## src/hdl/tbd_map.svh

```systemverilog
// register map, field positions, address windows and timing constants
`ifndef TBD_MAP_SVH
`define TBD_MAP_SVH

// register indices on the register port
`define TBD_REG_CFG 3'h0
`define TBD_REG_STAT 3'h1
`define TBD_REG_MASK 3'h2
`define TBD_REG_WORD 3'h3
`define TBD_REG_FIELD 3'h4
`define TBD_REG_ATTR 3'h5

// configuration register fields
`define TBD_CFG_ROM_LSB 0
`define TBD_CFG_RAM8K 3
`define TBD_CFG_DISP4 4
`define TBD_CFG_EMBED 5
`define TBD_CFG_ALT 6
`define TBD_CFG_W 7
`define TBD_CFG_RST 7'h00

// interrupt status bits
`define TBD_EV_RXF 0
`define TBD_EV_TXE 1
`define TBD_EV_EXT 2
`define TBD_EV_VBL 3
`define TBD_EV_LZ 4
`define TBD_EV_HALF 5
`define TBD_NUM_EV 6

// processor address windows
`define TBD_ROM0_LO 16'h0000
`define TBD_ROM0_HI 16'h3fff
`define TBD_ROM1_LO 16'h4000
`define TBD_ROM1_4K_HI 16'h4fff
`define TBD_ROM1_8K_HI 16'h5fff
`define TBD_ROM_32K_HI 16'h7fff
`define TBD_RAM_LO 16'hc000
`define TBD_RAM_2K_HI 16'hc7ff
`define TBD_RAM_8K_HI 16'hdfff
`define TBD_RAM_SPLIT 16'hc400

// display buffer windows
`define TBD_DSP_LO 16'h0000
`define TBD_DSP_B0_HI 16'h07ff
`define TBD_DSP_B1_LO 16'h0800
`define TBD_DSP_B1_HI 16'h0fff
`define TBD_DSP_4P_HI 16'h1fff

// display word layout
`define TBD_W_ASCII_W 7
`define TBD_W_ATTR_LSB 8
`define TBD_W_SIZE 13
`define TBD_W_PROT 14
`define TBD_W_GRAPH 15
`define TBD_DELIM_PAT 5'h08

// processor clock synthesis
`define TBD_REF_HZ 64'd25000000
`define TBD_CPU_HZ 64'd3686400
`define TBD_NCO_W 24
`define TBD_NCO_INC ((`TBD_CPU_HZ << `TBD_NCO_W) / `TBD_REF_HZ)

`endif

```

## src/hdl/tbd_pkg.sv

```systemverilog
// types shared by the terminal bus decoder
package tbd_pkg;

    typedef enum logic [2:0] {
        TBD_ROM_16K = 3'h0,
        TBD_ROM_20K = 3'h1,
        TBD_ROM_24K = 3'h2,
        TBD_ROM_32K_TWO = 3'h3,
        TBD_ROM_32K_ONE = 3'h4
    } tbd_rom_cfg_e;

    typedef logic [2:0] tbd_reg_idx_t;

endpackage

```

## src/hdl/tbd_bus_decode.sv

```systemverilog
// terminal controller glue: memory and port decode, interrupts, display word
//
// Summary of operation
// - memory request strobe enables the memory chip select decoder
// - read or write enable only while memory request and strobe present
// - port enable only while io request strobe is asserted
// - top address bits pick the entity, low bits pick the byte
// - program memory spans 32K in five jumper-selected layouts
// - data RAM decodes C000-C7FF for 2K or C000-DFFF for 8K
// - display RAM: two 2K banks, or one 8K bank pair 0-1FFF
// - data RAM split into key/switch region and scratch-pad region
// - display word is 16 bits, low seven bits hold the character code
// - other nine bits: graphic set, protect, size, five attributes
// - embedded mode ignores bits 12..8; pattern 01000 marks a delimiter
// - delimiter bits active high: half, underline, reverse, flash
// - delimiter bit 0 blanks the affected characters
// - maskable interrupt comes only from the serial controller causes
// - non-maskable interrupt from video timing vblank or line zero
// - processor clock runs at 3.6864 MHz
// - processor reset from power-up or power-down reset circuit
//
// The implementer's own choices: the address-and-strobe port and the register offsets.
`timescale 1ns/1ps
`default_nettype none
`include "tbd_map.svh"

module tbd_bus_decode
    import tbd_pkg::*;
#(
    parameter int ADDR_W = 16,
    parameter int DATA_W = 16,
    parameter int DISP_W = 13
) (
    // clock and reset
    input wire logic ref_clk,
    input wire logic srst,
    // processor bus
    input wire logic [ADDR_W-1:0] cpu_addr,
    input wire logic memory_request_strobe,
    input wire logic io_request_strobe,
    input wire logic cpu_rd_strobe,
    input wire logic cpu_wr_strobe,
    // display buffer access
    input wire logic [DISP_W-1:0] disp_addr,
    input wire logic disp_strobe,
    // interrupt sources
    input wire logic serial_rx_full,
    input wire logic serial_tx_empty,
    input wire logic serial_ext_status,
    input wire logic video_vblank,
    input wire logic video_line_zero,
    // reset sources
    input wire logic power_up_reset,
    input wire logic power_down_reset,
    // register port
    input wire tbd_reg_idx_t reg_addr,
    input wire logic [DATA_W-1:0] reg_wdata,
    input wire logic reg_wr,
    input wire logic reg_rd,
    output logic [DATA_W-1:0] reg_rdata,
    // chip selects and enables
    output logic rom0_select,
    output logic rom1_select,
    output logic data_ram_select,
    output logic ram_scratch_region,
    output logic [1:0] disp_bank_select,
    output logic io_port_enable,
    output logic mem_read_enable,
    output logic mem_write_enable,
    // processor control
    output logic cpu_clk,
    output logic cpu_reset,
    output logic cpu_maskable_int,
    output logic cpu_nmi,
    output logic irq
);

    localparam int NCO_W = `TBD_NCO_W;
    localparam logic [NCO_W-1:0] NCO_INC = NCO_W'(`TBD_NCO_INC);

    function automatic logic in_range(
        input logic [15:0] a,
        input logic [15:0] lo,
        input logic [15:0] hi
    );
        in_range = (a >= lo) && (a <= hi);
    endfunction

    function automatic logic is_delim(input logic [15:0] w);
        is_delim = ({w[15], w[14], w[7], w[6], w[5]} == `TBD_DELIM_PAT);
    endfunction

    logic [`TBD_CFG_W-1:0] cfg_q;
    logic [`TBD_NUM_EV-1:0] stat_q;
    logic [`TBD_NUM_EV-1:0] stat_d;
    logic [`TBD_NUM_EV-1:0] mask_q;
    logic [`TBD_NUM_EV-1:0] ev;
    logic [`TBD_NUM_EV-1:0] clr;
    logic [15:0] word_q;
    logic [NCO_W-1:0] nco_q;
    tbd_rom_cfg_e rom_cfg;
    logic [15:0] a16;
    logic [15:0] d16;
    logic rom0_d;
    logic rom1_d;
    logic ram_d;
    logic ram_hi_ok;
    logic [15:0] ram_hi;
    logic [1:0] disp_d;
    logic any_sel;
    logic wr_cfg;
    logic wr_stat;
    logic wr_mask;
    logic wr_word;
    logic embed;
    logic half_viol;
    logic w_delim;
    logic [4:0] attr;
    logic [DATA_W-1:0] rd_mux;

    assign a16 = 16'(cpu_addr);
    assign d16 = 16'(disp_addr);
    assign rom_cfg = tbd_rom_cfg_e'(cfg_q[`TBD_CFG_ROM_LSB +: 3]);
    assign embed = cfg_q[`TBD_CFG_EMBED];

    // register port decode
    assign wr_cfg = reg_wr && (reg_addr == `TBD_REG_CFG);
    assign wr_stat = reg_wr && (reg_addr == `TBD_REG_STAT);
    assign wr_mask = reg_wr && (reg_addr == `TBD_REG_MASK);
    assign wr_word = reg_wr && (reg_addr == `TBD_REG_WORD);

    // program memory decode
    always_comb begin
        rom0_d = 1'b0;
        rom1_d = 1'b0;
        unique case (rom_cfg)
            TBD_ROM_16K: begin
                rom0_d = in_range(a16, `TBD_ROM0_LO, `TBD_ROM0_HI);
            end
            TBD_ROM_20K: begin
                rom0_d = in_range(a16, `TBD_ROM0_LO, `TBD_ROM0_HI);
                rom1_d = in_range(a16, `TBD_ROM1_LO, `TBD_ROM1_4K_HI);
            end
            TBD_ROM_24K: begin
                rom0_d = in_range(a16, `TBD_ROM0_LO, `TBD_ROM0_HI);
                rom1_d = in_range(a16, `TBD_ROM1_LO, `TBD_ROM1_8K_HI);
            end
            TBD_ROM_32K_TWO: begin
                rom0_d = in_range(a16, `TBD_ROM0_LO, `TBD_ROM0_HI);
                rom1_d = in_range(a16, `TBD_ROM1_LO, `TBD_ROM_32K_HI);
            end
            TBD_ROM_32K_ONE: begin
                rom0_d = in_range(a16, `TBD_ROM0_LO, `TBD_ROM_32K_HI);
            end
            default: begin
                rom0_d = 1'b0;
            end
        endcase
    end

    // data RAM window by fitted size
    assign ram_hi = cfg_q[`TBD_CFG_RAM8K] ? `TBD_RAM_8K_HI : `TBD_RAM_2K_HI;
    assign ram_hi_ok = in_range(a16, `TBD_RAM_LO, ram_hi);
    assign ram_d = ram_hi_ok;

    // display bank decode
    always_comb begin
        disp_d = 2'b00;
        if (cfg_q[`TBD_CFG_DISP4]) begin
            disp_d[0] = in_range(d16, `TBD_DSP_LO, `TBD_DSP_4P_HI);
        end else begin
            disp_d[0] = in_range(d16, `TBD_DSP_LO, `TBD_DSP_B0_HI);
            disp_d[1] = in_range(d16, `TBD_DSP_B1_LO, `TBD_DSP_B1_HI);
        end
    end

    assign any_sel = rom0_d || rom1_d || ram_d;

    // registered selects, memory selects gated by memory request, display banks by display strobe
    always_ff @(posedge ref_clk) begin
        if (srst) begin
            rom0_select <= 1'b0;
            rom1_select <= 1'b0;
            data_ram_select <= 1'b0;
            ram_scratch_region <= 1'b0;
        end else begin
            rom0_select <= memory_request_strobe && rom0_d;
            rom1_select <= memory_request_strobe && rom1_d;
            data_ram_select <= memory_request_strobe && ram_d;
            ram_scratch_region <= memory_request_strobe && ram_d
                && (a16 >= `TBD_RAM_SPLIT);
        end
    end

    always_ff @(posedge ref_clk) begin
        if (srst) begin
            disp_bank_select <= 2'b00;
        end else begin
            disp_bank_select <= disp_strobe ? disp_d : 2'b00;
        end
    end

    // transfer enables and port enable
    always_ff @(posedge ref_clk) begin
        if (srst) begin
            mem_read_enable <= 1'b0;
            mem_write_enable <= 1'b0;
            io_port_enable <= 1'b0;
        end else begin
            mem_read_enable <= memory_request_strobe && cpu_rd_strobe && any_sel;
            mem_write_enable <= memory_request_strobe && cpu_wr_strobe && any_sel;
            io_port_enable <= io_request_strobe && !memory_request_strobe;
        end
    end

    // processor clock from a phase accumulator
    always_ff @(posedge ref_clk) begin
        if (srst) begin
            nco_q <= '0;
        end else begin
            nco_q <= nco_q + NCO_INC;
        end
    end

    always_ff @(posedge ref_clk) begin
        if (srst) begin
            cpu_clk <= 1'b0;
        end else begin
            cpu_clk <= nco_q[NCO_W-1];
        end
    end

    // processor reset
    always_ff @(posedge ref_clk) begin
        if (srst) begin
            cpu_reset <= 1'b1;
        end else begin
            cpu_reset <= power_up_reset || power_down_reset;
        end
    end

    // processor interrupt lines
    always_ff @(posedge ref_clk) begin
        if (srst) begin
            cpu_maskable_int <= 1'b0;
            cpu_nmi <= 1'b0;
        end else begin
            cpu_maskable_int <= serial_rx_full || serial_tx_empty
                || serial_ext_status;
            cpu_nmi <= video_vblank || video_line_zero;
        end
    end

    // configuration and mask
    always_ff @(posedge ref_clk) begin
        if (srst) begin
            cfg_q <= `TBD_CFG_RST;
        end else if (wr_cfg) begin
            cfg_q <= reg_wdata[`TBD_CFG_W-1:0];
        end
    end

    always_ff @(posedge ref_clk) begin
        if (srst) begin
            mask_q <= '0;
        end else if (wr_mask) begin
            mask_q <= reg_wdata[`TBD_NUM_EV-1:0];
        end
    end

    // display word under inspection
    always_ff @(posedge ref_clk) begin
        if (srst) begin
            word_q <= 16'h0000;
        end else if (wr_word) begin
            word_q <= 16'(reg_wdata);
        end
    end

    // half intensity in a delimiter is flagged in the alternate emulation
    assign half_viol = wr_word && embed && cfg_q[`TBD_CFG_ALT]
        && is_delim(16'(reg_wdata)) && reg_wdata[4];

    assign ev[`TBD_EV_RXF] = serial_rx_full;
    assign ev[`TBD_EV_TXE] = serial_tx_empty;
    assign ev[`TBD_EV_EXT] = serial_ext_status;
    assign ev[`TBD_EV_VBL] = video_vblank;
    assign ev[`TBD_EV_LZ] = video_line_zero;
    assign ev[`TBD_EV_HALF] = half_viol;
    assign clr = wr_stat ? reg_wdata[`TBD_NUM_EV-1:0] : '0;

    // sticky status: a new event wins over a clear
    for (genvar i = 0; i < `TBD_NUM_EV; i++) begin : g_stat
        assign stat_d[i] = ev[i] || (stat_q[i] && !clr[i]);
    end

    always_ff @(posedge ref_clk) begin
        if (srst) begin
            stat_q <= '0;
        end else begin
            stat_q <= stat_d;
        end
    end

    always_ff @(posedge ref_clk) begin
        if (srst) begin
            irq <= 1'b0;
        end else begin
            irq <= |(stat_q & mask_q);
        end
    end

    // character word decode
    assign w_delim = embed && is_delim(word_q);
    always_comb begin
        if (w_delim) begin
            attr = word_q[4:0];
        end else if (embed) begin
            attr = 5'h00;
        end else begin
            attr = word_q[`TBD_W_ATTR_LSB +: 5];
        end
    end

    // read mux, unmapped reads return zero
    always_comb begin
        rd_mux = '0;
        unique case (reg_addr)
            `TBD_REG_CFG: rd_mux = DATA_W'(cfg_q);
            `TBD_REG_STAT: rd_mux = DATA_W'(stat_q);
            `TBD_REG_MASK: rd_mux = DATA_W'(mask_q);
            `TBD_REG_WORD: rd_mux = DATA_W'(word_q);
            `TBD_REG_FIELD: rd_mux = DATA_W'({w_delim,
                word_q[`TBD_W_SIZE], word_q[`TBD_W_PROT],
                word_q[`TBD_W_GRAPH], 1'b0, word_q[`TBD_W_ASCII_W-1:0]});
            `TBD_REG_ATTR: rd_mux = DATA_W'(attr);
            default: rd_mux = '0;
        endcase
    end

    always_ff @(posedge ref_clk) begin
        if (srst) begin
            reg_rdata <= '0;
        end else begin
            reg_rdata <= reg_rd ? rd_mux : '0;
        end
    end
endmodule

`default_nettype wire

```

## config.mk

```make
export PLATFORM = sky130hd
export DESIGN_NAME = tbd_bus_decode
export DESIGN_NICKNAME = d
export VERILOG_FILES = /design/src/hdl/tbd_pkg.sv /design/src/hdl/tbd_bus_decode.sv
export VERILOG_INCLUDE_DIRS = /design/src /design/src/hdl
export SDC_FILE = /design/constraint.sdc
export NUM_CORES = 1
export LEC_CHECK = 0
export ABC_AREA = 1
export CELL_PAD_IN_SITES_DETAIL_PLACEMENT = 1
export CELL_PAD_IN_SITES_GLOBAL_PLACEMENT = 1
export CORE_MARGIN = 10
export CORE_UTILIZATION = 44
export CTS_CLUSTER_SIZE = 14
export DETAILED_ROUTE_END_ITERATION = 8
export DONT_BUFFER_PORTS = 1
export PLACE_DENSITY = 0.81
export SLEW_MARGIN = 40
export SYNTH_ARGS = -nofsm -noshare
export SYNTH_HDL_FRONTEND = slang
export SYNTH_SLANG_ARGS = --single-unit
```

## constraint.sdc

```tcl
create_clock -name ref_clk -period 1.55 [get_ports ref_clk]
set_input_delay 0.155 -clock ref_clk [delete_from_list [all_inputs] [get_ports ref_clk]]
set_output_delay 0.155 -clock ref_clk [all_outputs]
set_load 0.03 [all_outputs]
```

After elaboration in Yosys (flattened, before gate mapping)
Index checks and enable logic that the tools add are counted.

operators by class
  add/subtract/negate cells = 1
  $lt $le $gt $ge = 14
  equal/unequal tests = 11
  mux-type cells = 8
  bitwise gates (word level) = 3
  reduce and logical (&&, ||, !) cells = 59

operators by type and width
  operator                                                          number
  case mux 16 bit (6 select lines)                                  1
  less-or-equal comparator 16 x 15 -> 1 bit, second input constant  3
  logical AND 1 bit                                                 33
  >= comparator 16 bit, second input constant                       2
  adder 24 x 22 -> 24 bit, second input constant                    1
  >= comparator 16 x 1 -> 1 bit, second input constant              1
  >= comparator 16 x 15 -> 1 bit, second input constant             1
  less-or-equal comparator 16 x 14 -> 1 bit, second input constant  1
  less-or-equal comparator 16 bit                                   1
  >= comparator 13 x 1 -> 1 bit, second input constant              1
  >= comparator 13 x 12 -> 1 bit, second input constant             1
  less-or-equal comparator 13 x 11 -> 1 bit, second input constant  1
  less-or-equal comparator 13 x 12 -> 1 bit, second input constant  1
  less-or-equal comparator 13 bit, second input constant            1
  two-way mux 13 bit                                                1
  equality test 3 x 2 -> 1 bit, second input constant               4
  logical OR 1 bit                                                  12
  equality test 5 x 4 -> 1 bit, second input constant               2
  two-way mux 5 bit                                                 2
  equality test 3 bit, second input constant                        3
  zero test 1 bit                                                   7
  AND 6 bit                                                         1
  equality test 3 x 1 -> 1 bit, second input constant               2
  zero test 3 bit                                                   2
  9 further kinds                                                   11

storage, ports and cells
  register bits after elaboration = 89
  bits of input ports = 64
  output and inout bits = 30
  logic and storage cells = 116

Logic depth before layout (Yosys ltp)
  depth in word-level cells = 7
  mapped depth = 11
  mapped depth without buffers = 11

Worst setup path after synthesis
OpenSTA, ideal clock, no wires.

  kind = register to register
  start point = reg nco_q[0]
  end point = reg nco_q[16]
  setup time = 115 ps
  arrival = 1159 ps
  data required time = 1435 ps
  path slack = 276 ps
  stages on the path, launching flop included = 12
  path buffers = 0
  clock period less this slack = 1274 ps
  cell sequence = dfxtp_1 ha_1 inv_1 nand2_2 nand2_1 nand2_2 nand2_2 nand2_1 nand2_1 nand3_1 nand2_1 nor2_1

on the way
  cells in the longest elaborated chain, start to end = 1

ends and longest elaborated chain
  item                      line                   text
  start: declaration        tbd_bus_decode.sv:100  logic [NCO_W-1:0] nco_q;
  start signal: assignment  tbd_bus_decode.sv:221  nco_q <= nco_q + NCO_INC;
  adder 24 x 22 -> 24 bit   tbd_bus_decode.sv:221

Every way passes these cells.
A chain may end at the register's enable or synchronous reset.

Worst setup path after layout
  start point = in reg_wdata[7]
  end point = reg stat_q[5]

on the way
  cells in the longest elaborated chain, start to end = 4

ends and longest elaborated chain
  item                                    line                   text
  start: declaration                      tbd_bus_decode.sv:57   input wire logic [DATA_W-1:0] reg_wdata,
  equality test 5 x 4 -> 1 bit (no line)  -
  logical AND 1 bit (2 in series)         tbd_bus_decode.sv:281  assign half_viol = wr_word && embed && cfg_q[`TBD_CFG_ALT]
  logical OR 1 bit                        tbd_bus_decode.sv:294  assign stat_d[i] = ev[i] || (stat_q[i] && !clr[i]);
  end signal: assignment                  tbd_bus_decode.sv:301  stat_q <= stat_d;
  end: declaration                        tbd_bus_decode.sv:94   logic [`TBD_NUM_EV-1:0] stat_q;

Every way passes these cells.

==> results.md <==
* Status: finished with violations
* Failing checks: hold timing
* Hold_sp: reg_wdata[5]
* Port bufs at 0
* TritonRoute pass-1 iters at 4
* CTS HTree Levels at 3
* CTS tree: built
* Number of max-cap violations at 0
* DIE HEIGHT at 116 um
* Startpoint Class: input port
* Num ports at 94
* Post-Route WL at 12.9 mm
* Drt drc at 0
* RR Endpoint: nco_q[14]
* Crit. Startpoint: reg_wdata[7]
* Area Overhead vs Synth at 17.2%
* Initial detailed-routing violation count at 183
* Max IR drop VDD at 0.000552 V
* Total gr overflow at 0
* RSZ-0062 raised after global routing: yes
* Pwr Total at 5.90 mW
* Worst endpoint required time at 1.84 ns
* Crit share post-route at 95.7%
* Largest net degree at the start of global routing at 32
* ANT cells at 0
* Finished Layout Cells at 747
* Mapped cell area at 4070 um^2
* PwrDens at 1240 nW/um^2
* Fin Clk Skew at 0.0121 ns
* Final Hold Fails at 1
* Clock Latency Late Sink at 0.37 ns
* Clock root cell: clkbuf_8
* Gp weighted congestion at 0.853
* Sequential element share of the synthesized area at 43.8%
* Worst-margin pin slew at 0.561 ns
* Hold Path Depth at 2
* Placed cells at 692
* Vias in the first global route at 4320
* Fill cell count at 1177
* FP Rows at 35
* Average wire per standard cell at 17.2 um
* Crit path DAT at 1.78 ns
* Cells after synthesis at 590
* First-pass GRT wire length at 20.7 mm
* Vias at 4006
* Cts bufs inserted at 9
* DP Wirelength at 9.20 mm
* Core ar. at 9110 um^2
* Fin nets at 698
* CTS sink count at 89
* Warnings from Yosys at 0
* Initial antenna violation count at 0
* Worst-path clk slew at 0.10 ns
* Max-slew violations at 0
* WS Path Type: in2reg
* Mean number of vias per cell at 5.36
* FMAX at 674 MHz
* Crit Path Max Fanout at 2
* Most common cell after layout, fill and taps aside: nand2_1
* Hold Crit Endpoint: cfg_q[5]
* Post-synth cell types at 36
* Post-DRT Antenna Nets at 0
* Worst R2R Setup Slack at 0.09 ns
* Minimum clock period after layout at 1.48 ns
* Initial Util at 44.7%
* R2R Path Start: nco_q[0]
* GRT Util Overall at 19.1%
* Hold WC Path Type: in2reg
* # setup viols final at 0
* Slew Limit Headroom at 62.2%
* Most frequent cells in the layout: 120 x nand2_1, 83 x dfxtp_1, 82 x nor2_1, 72 x inv_1, 64 x a21oi_1
* Syn avg cell area at 6.90 um^2
* Clock Tree Buf Depth at 2
* Setup crit end kind: flop
* Reg2Reg Depth at 10
* Leakage power at 1.98 nW
* Die Width at 116 um
* Fraction of layout cells with a size suffix above 1 at 9.75%
* Area of the die at 13500 um^2
* #FFs+latches synth at 89
* Hold Worst Slack at -0.00348 ns
* Synth Net Count at 657
==> timing repair <==
action / CTS / global route
hold buffers: 35 / 1
endpoints found under the hold margin: 48 / 1
endpoints found under the setup margin: 0 / 8
buffers inserted: 0 / 3
gates resized for setup: 0 / 16
==> report_power, final <==
part / internal, mW / switching, mW
Combinational: 0.560 / 0.965
Clock: 0.648 / 0.911
Sequential: 2.52 / 0.299
==> through the flow <==
step           setup TNS [ns]  utilization [%]  setup WS, ns  area (um^2)
6_report                    0             52.3        0.0670         4770
5_1_grt               -0.0810             52.3       -0.0603         4770
4_1_cts                     0             51.6        0.0102         4700
3_5_place_dp                0             45.8        0.0392         4170
3_3_place_gp                0             45.8         0.122         4170
2_1_floorplan               0                -         0.276         4070
==> sequential cells by signal (all words and copies together), names as in the netlist, 2 cells and up <==
register,flops
cfg_q,7
disp_bank_select,2
mask_q,6
nco_q,24
reg_rdata,16
stat_q,6
word_q,16
==> routing by layer <==
metal | vias to the layer above | wire [um] | track usage, %
met2 | 78 | 6810 | 36.4
met5 | - | 0 | 0
li1 | 1991 | - | -
met3 | 24 | 516 | 3.85
met4 | 0 | 296 | 7.76
met1 | 1913 | 5240 | 19.9
==> logic make-up after synthesis <==
group           count (synthesis)  synth area share (%)
simple gates                  276                  29.2
xor+xnor                        3                 0.646
fa+ha+maj                       3                 0.923
buf+inv                        93                  9.29
flops                          89                  43.8
compound gates                126                  16.2
==> critical path, cell delays in order <==
cell           delay, ns
dlygate4sd3_1       0.56
nor4_1              0.25
dlygate4sd3_1       0.61
nand2_1             0.06
a21oi_1             0.14
==> cell type report <==
cell class | instances | area (um^2) | area share, %
Multi-Input combinational cell | 408 | 1940 | 40.7
Sequential cell | 89 | 1790 | 37.5
Timing Repair Buffer | 45 | 423 | 8.87
Inverter | 78 | 293 | 6.14
Tap cell | 111 | 139 | 2.91
Clock buffer | 10 | 138 | 2.89
Clock inverter | 6 | 47.5 | 0.997
==> cell usage after synthesis <==
| master | instances | area [um^2] |
|---|---|---|
| a21o_1 | 1 | 7.51 |
| a21oi_1 | 66 | 330 |
| a221oi_1 | 1 | 8.76 |
| a31oi_1 | 2 | 12.5 |
| a41oi_1 | 1 | 8.76 |
| buf_1 | 1 | 3.75 |
| buf_2 | 5 | 25.0 |
| buf_4 | 4 | 30.0 |
| buf_6 | 1 | 11.3 |
| clkbuf_1 | 4 | 15.0 |
| clkinv_1 | 1 | 3.75 |
| dfxtp_1 | 89 | 1780 |
| ha_1 | 3 | 37.5 |
| inv_1 | 72 | 270 |
| inv_2 | 5 | 18.8 |
| nand2_1 | 124 | 465 |
| nand2_2 | 7 | 43.8 |
| nand2_4 | 1 | 11.3 |
| nand3_1 | 29 | 145 |
| nand3b_1 | 1 | 7.51 |
| nand4_1 | 8 | 50.1 |
| nor2_1 | 84 | 315 |
| nor2_2 | 4 | 25.0 |
| nor2_4 | 2 | 22.5 |
| nor3_1 | 8 | 40.0 |
| nor3b_1 | 3 | 22.5 |
| nor4_1 | 3 | 18.8 |
| nor4_2 | 1 | 12.5 |
| o211ai_1 | 1 | 7.51 |
| o21ai_0 | 36 | 180 |
| o21ai_1 | 10 | 50.1 |
| o21bai_1 | 1 | 7.51 |
| o22ai_1 | 6 | 37.5 |
| o32ai_1 | 1 | 8.76 |
| or2_2 | 1 | 6.26 |
| xor2_1 | 3 | 26.3 |
==> worst max-delay path by stage <==
| stage | endpoint | slack (ns) |
|---|---|---|
| after floorplan | nco_q[16] | 0.28 |
| after global placement | nco_q[16] | 0.12 |
| after detailed placement | nco_q[16] | 0.04 |
| after CTS | nco_q[16] | 0.01 |
| after global routing | nco_q[16] | -0.06 |
| final | stat_q[5] | 0.07 |
(Power assumes the default switching activity.)
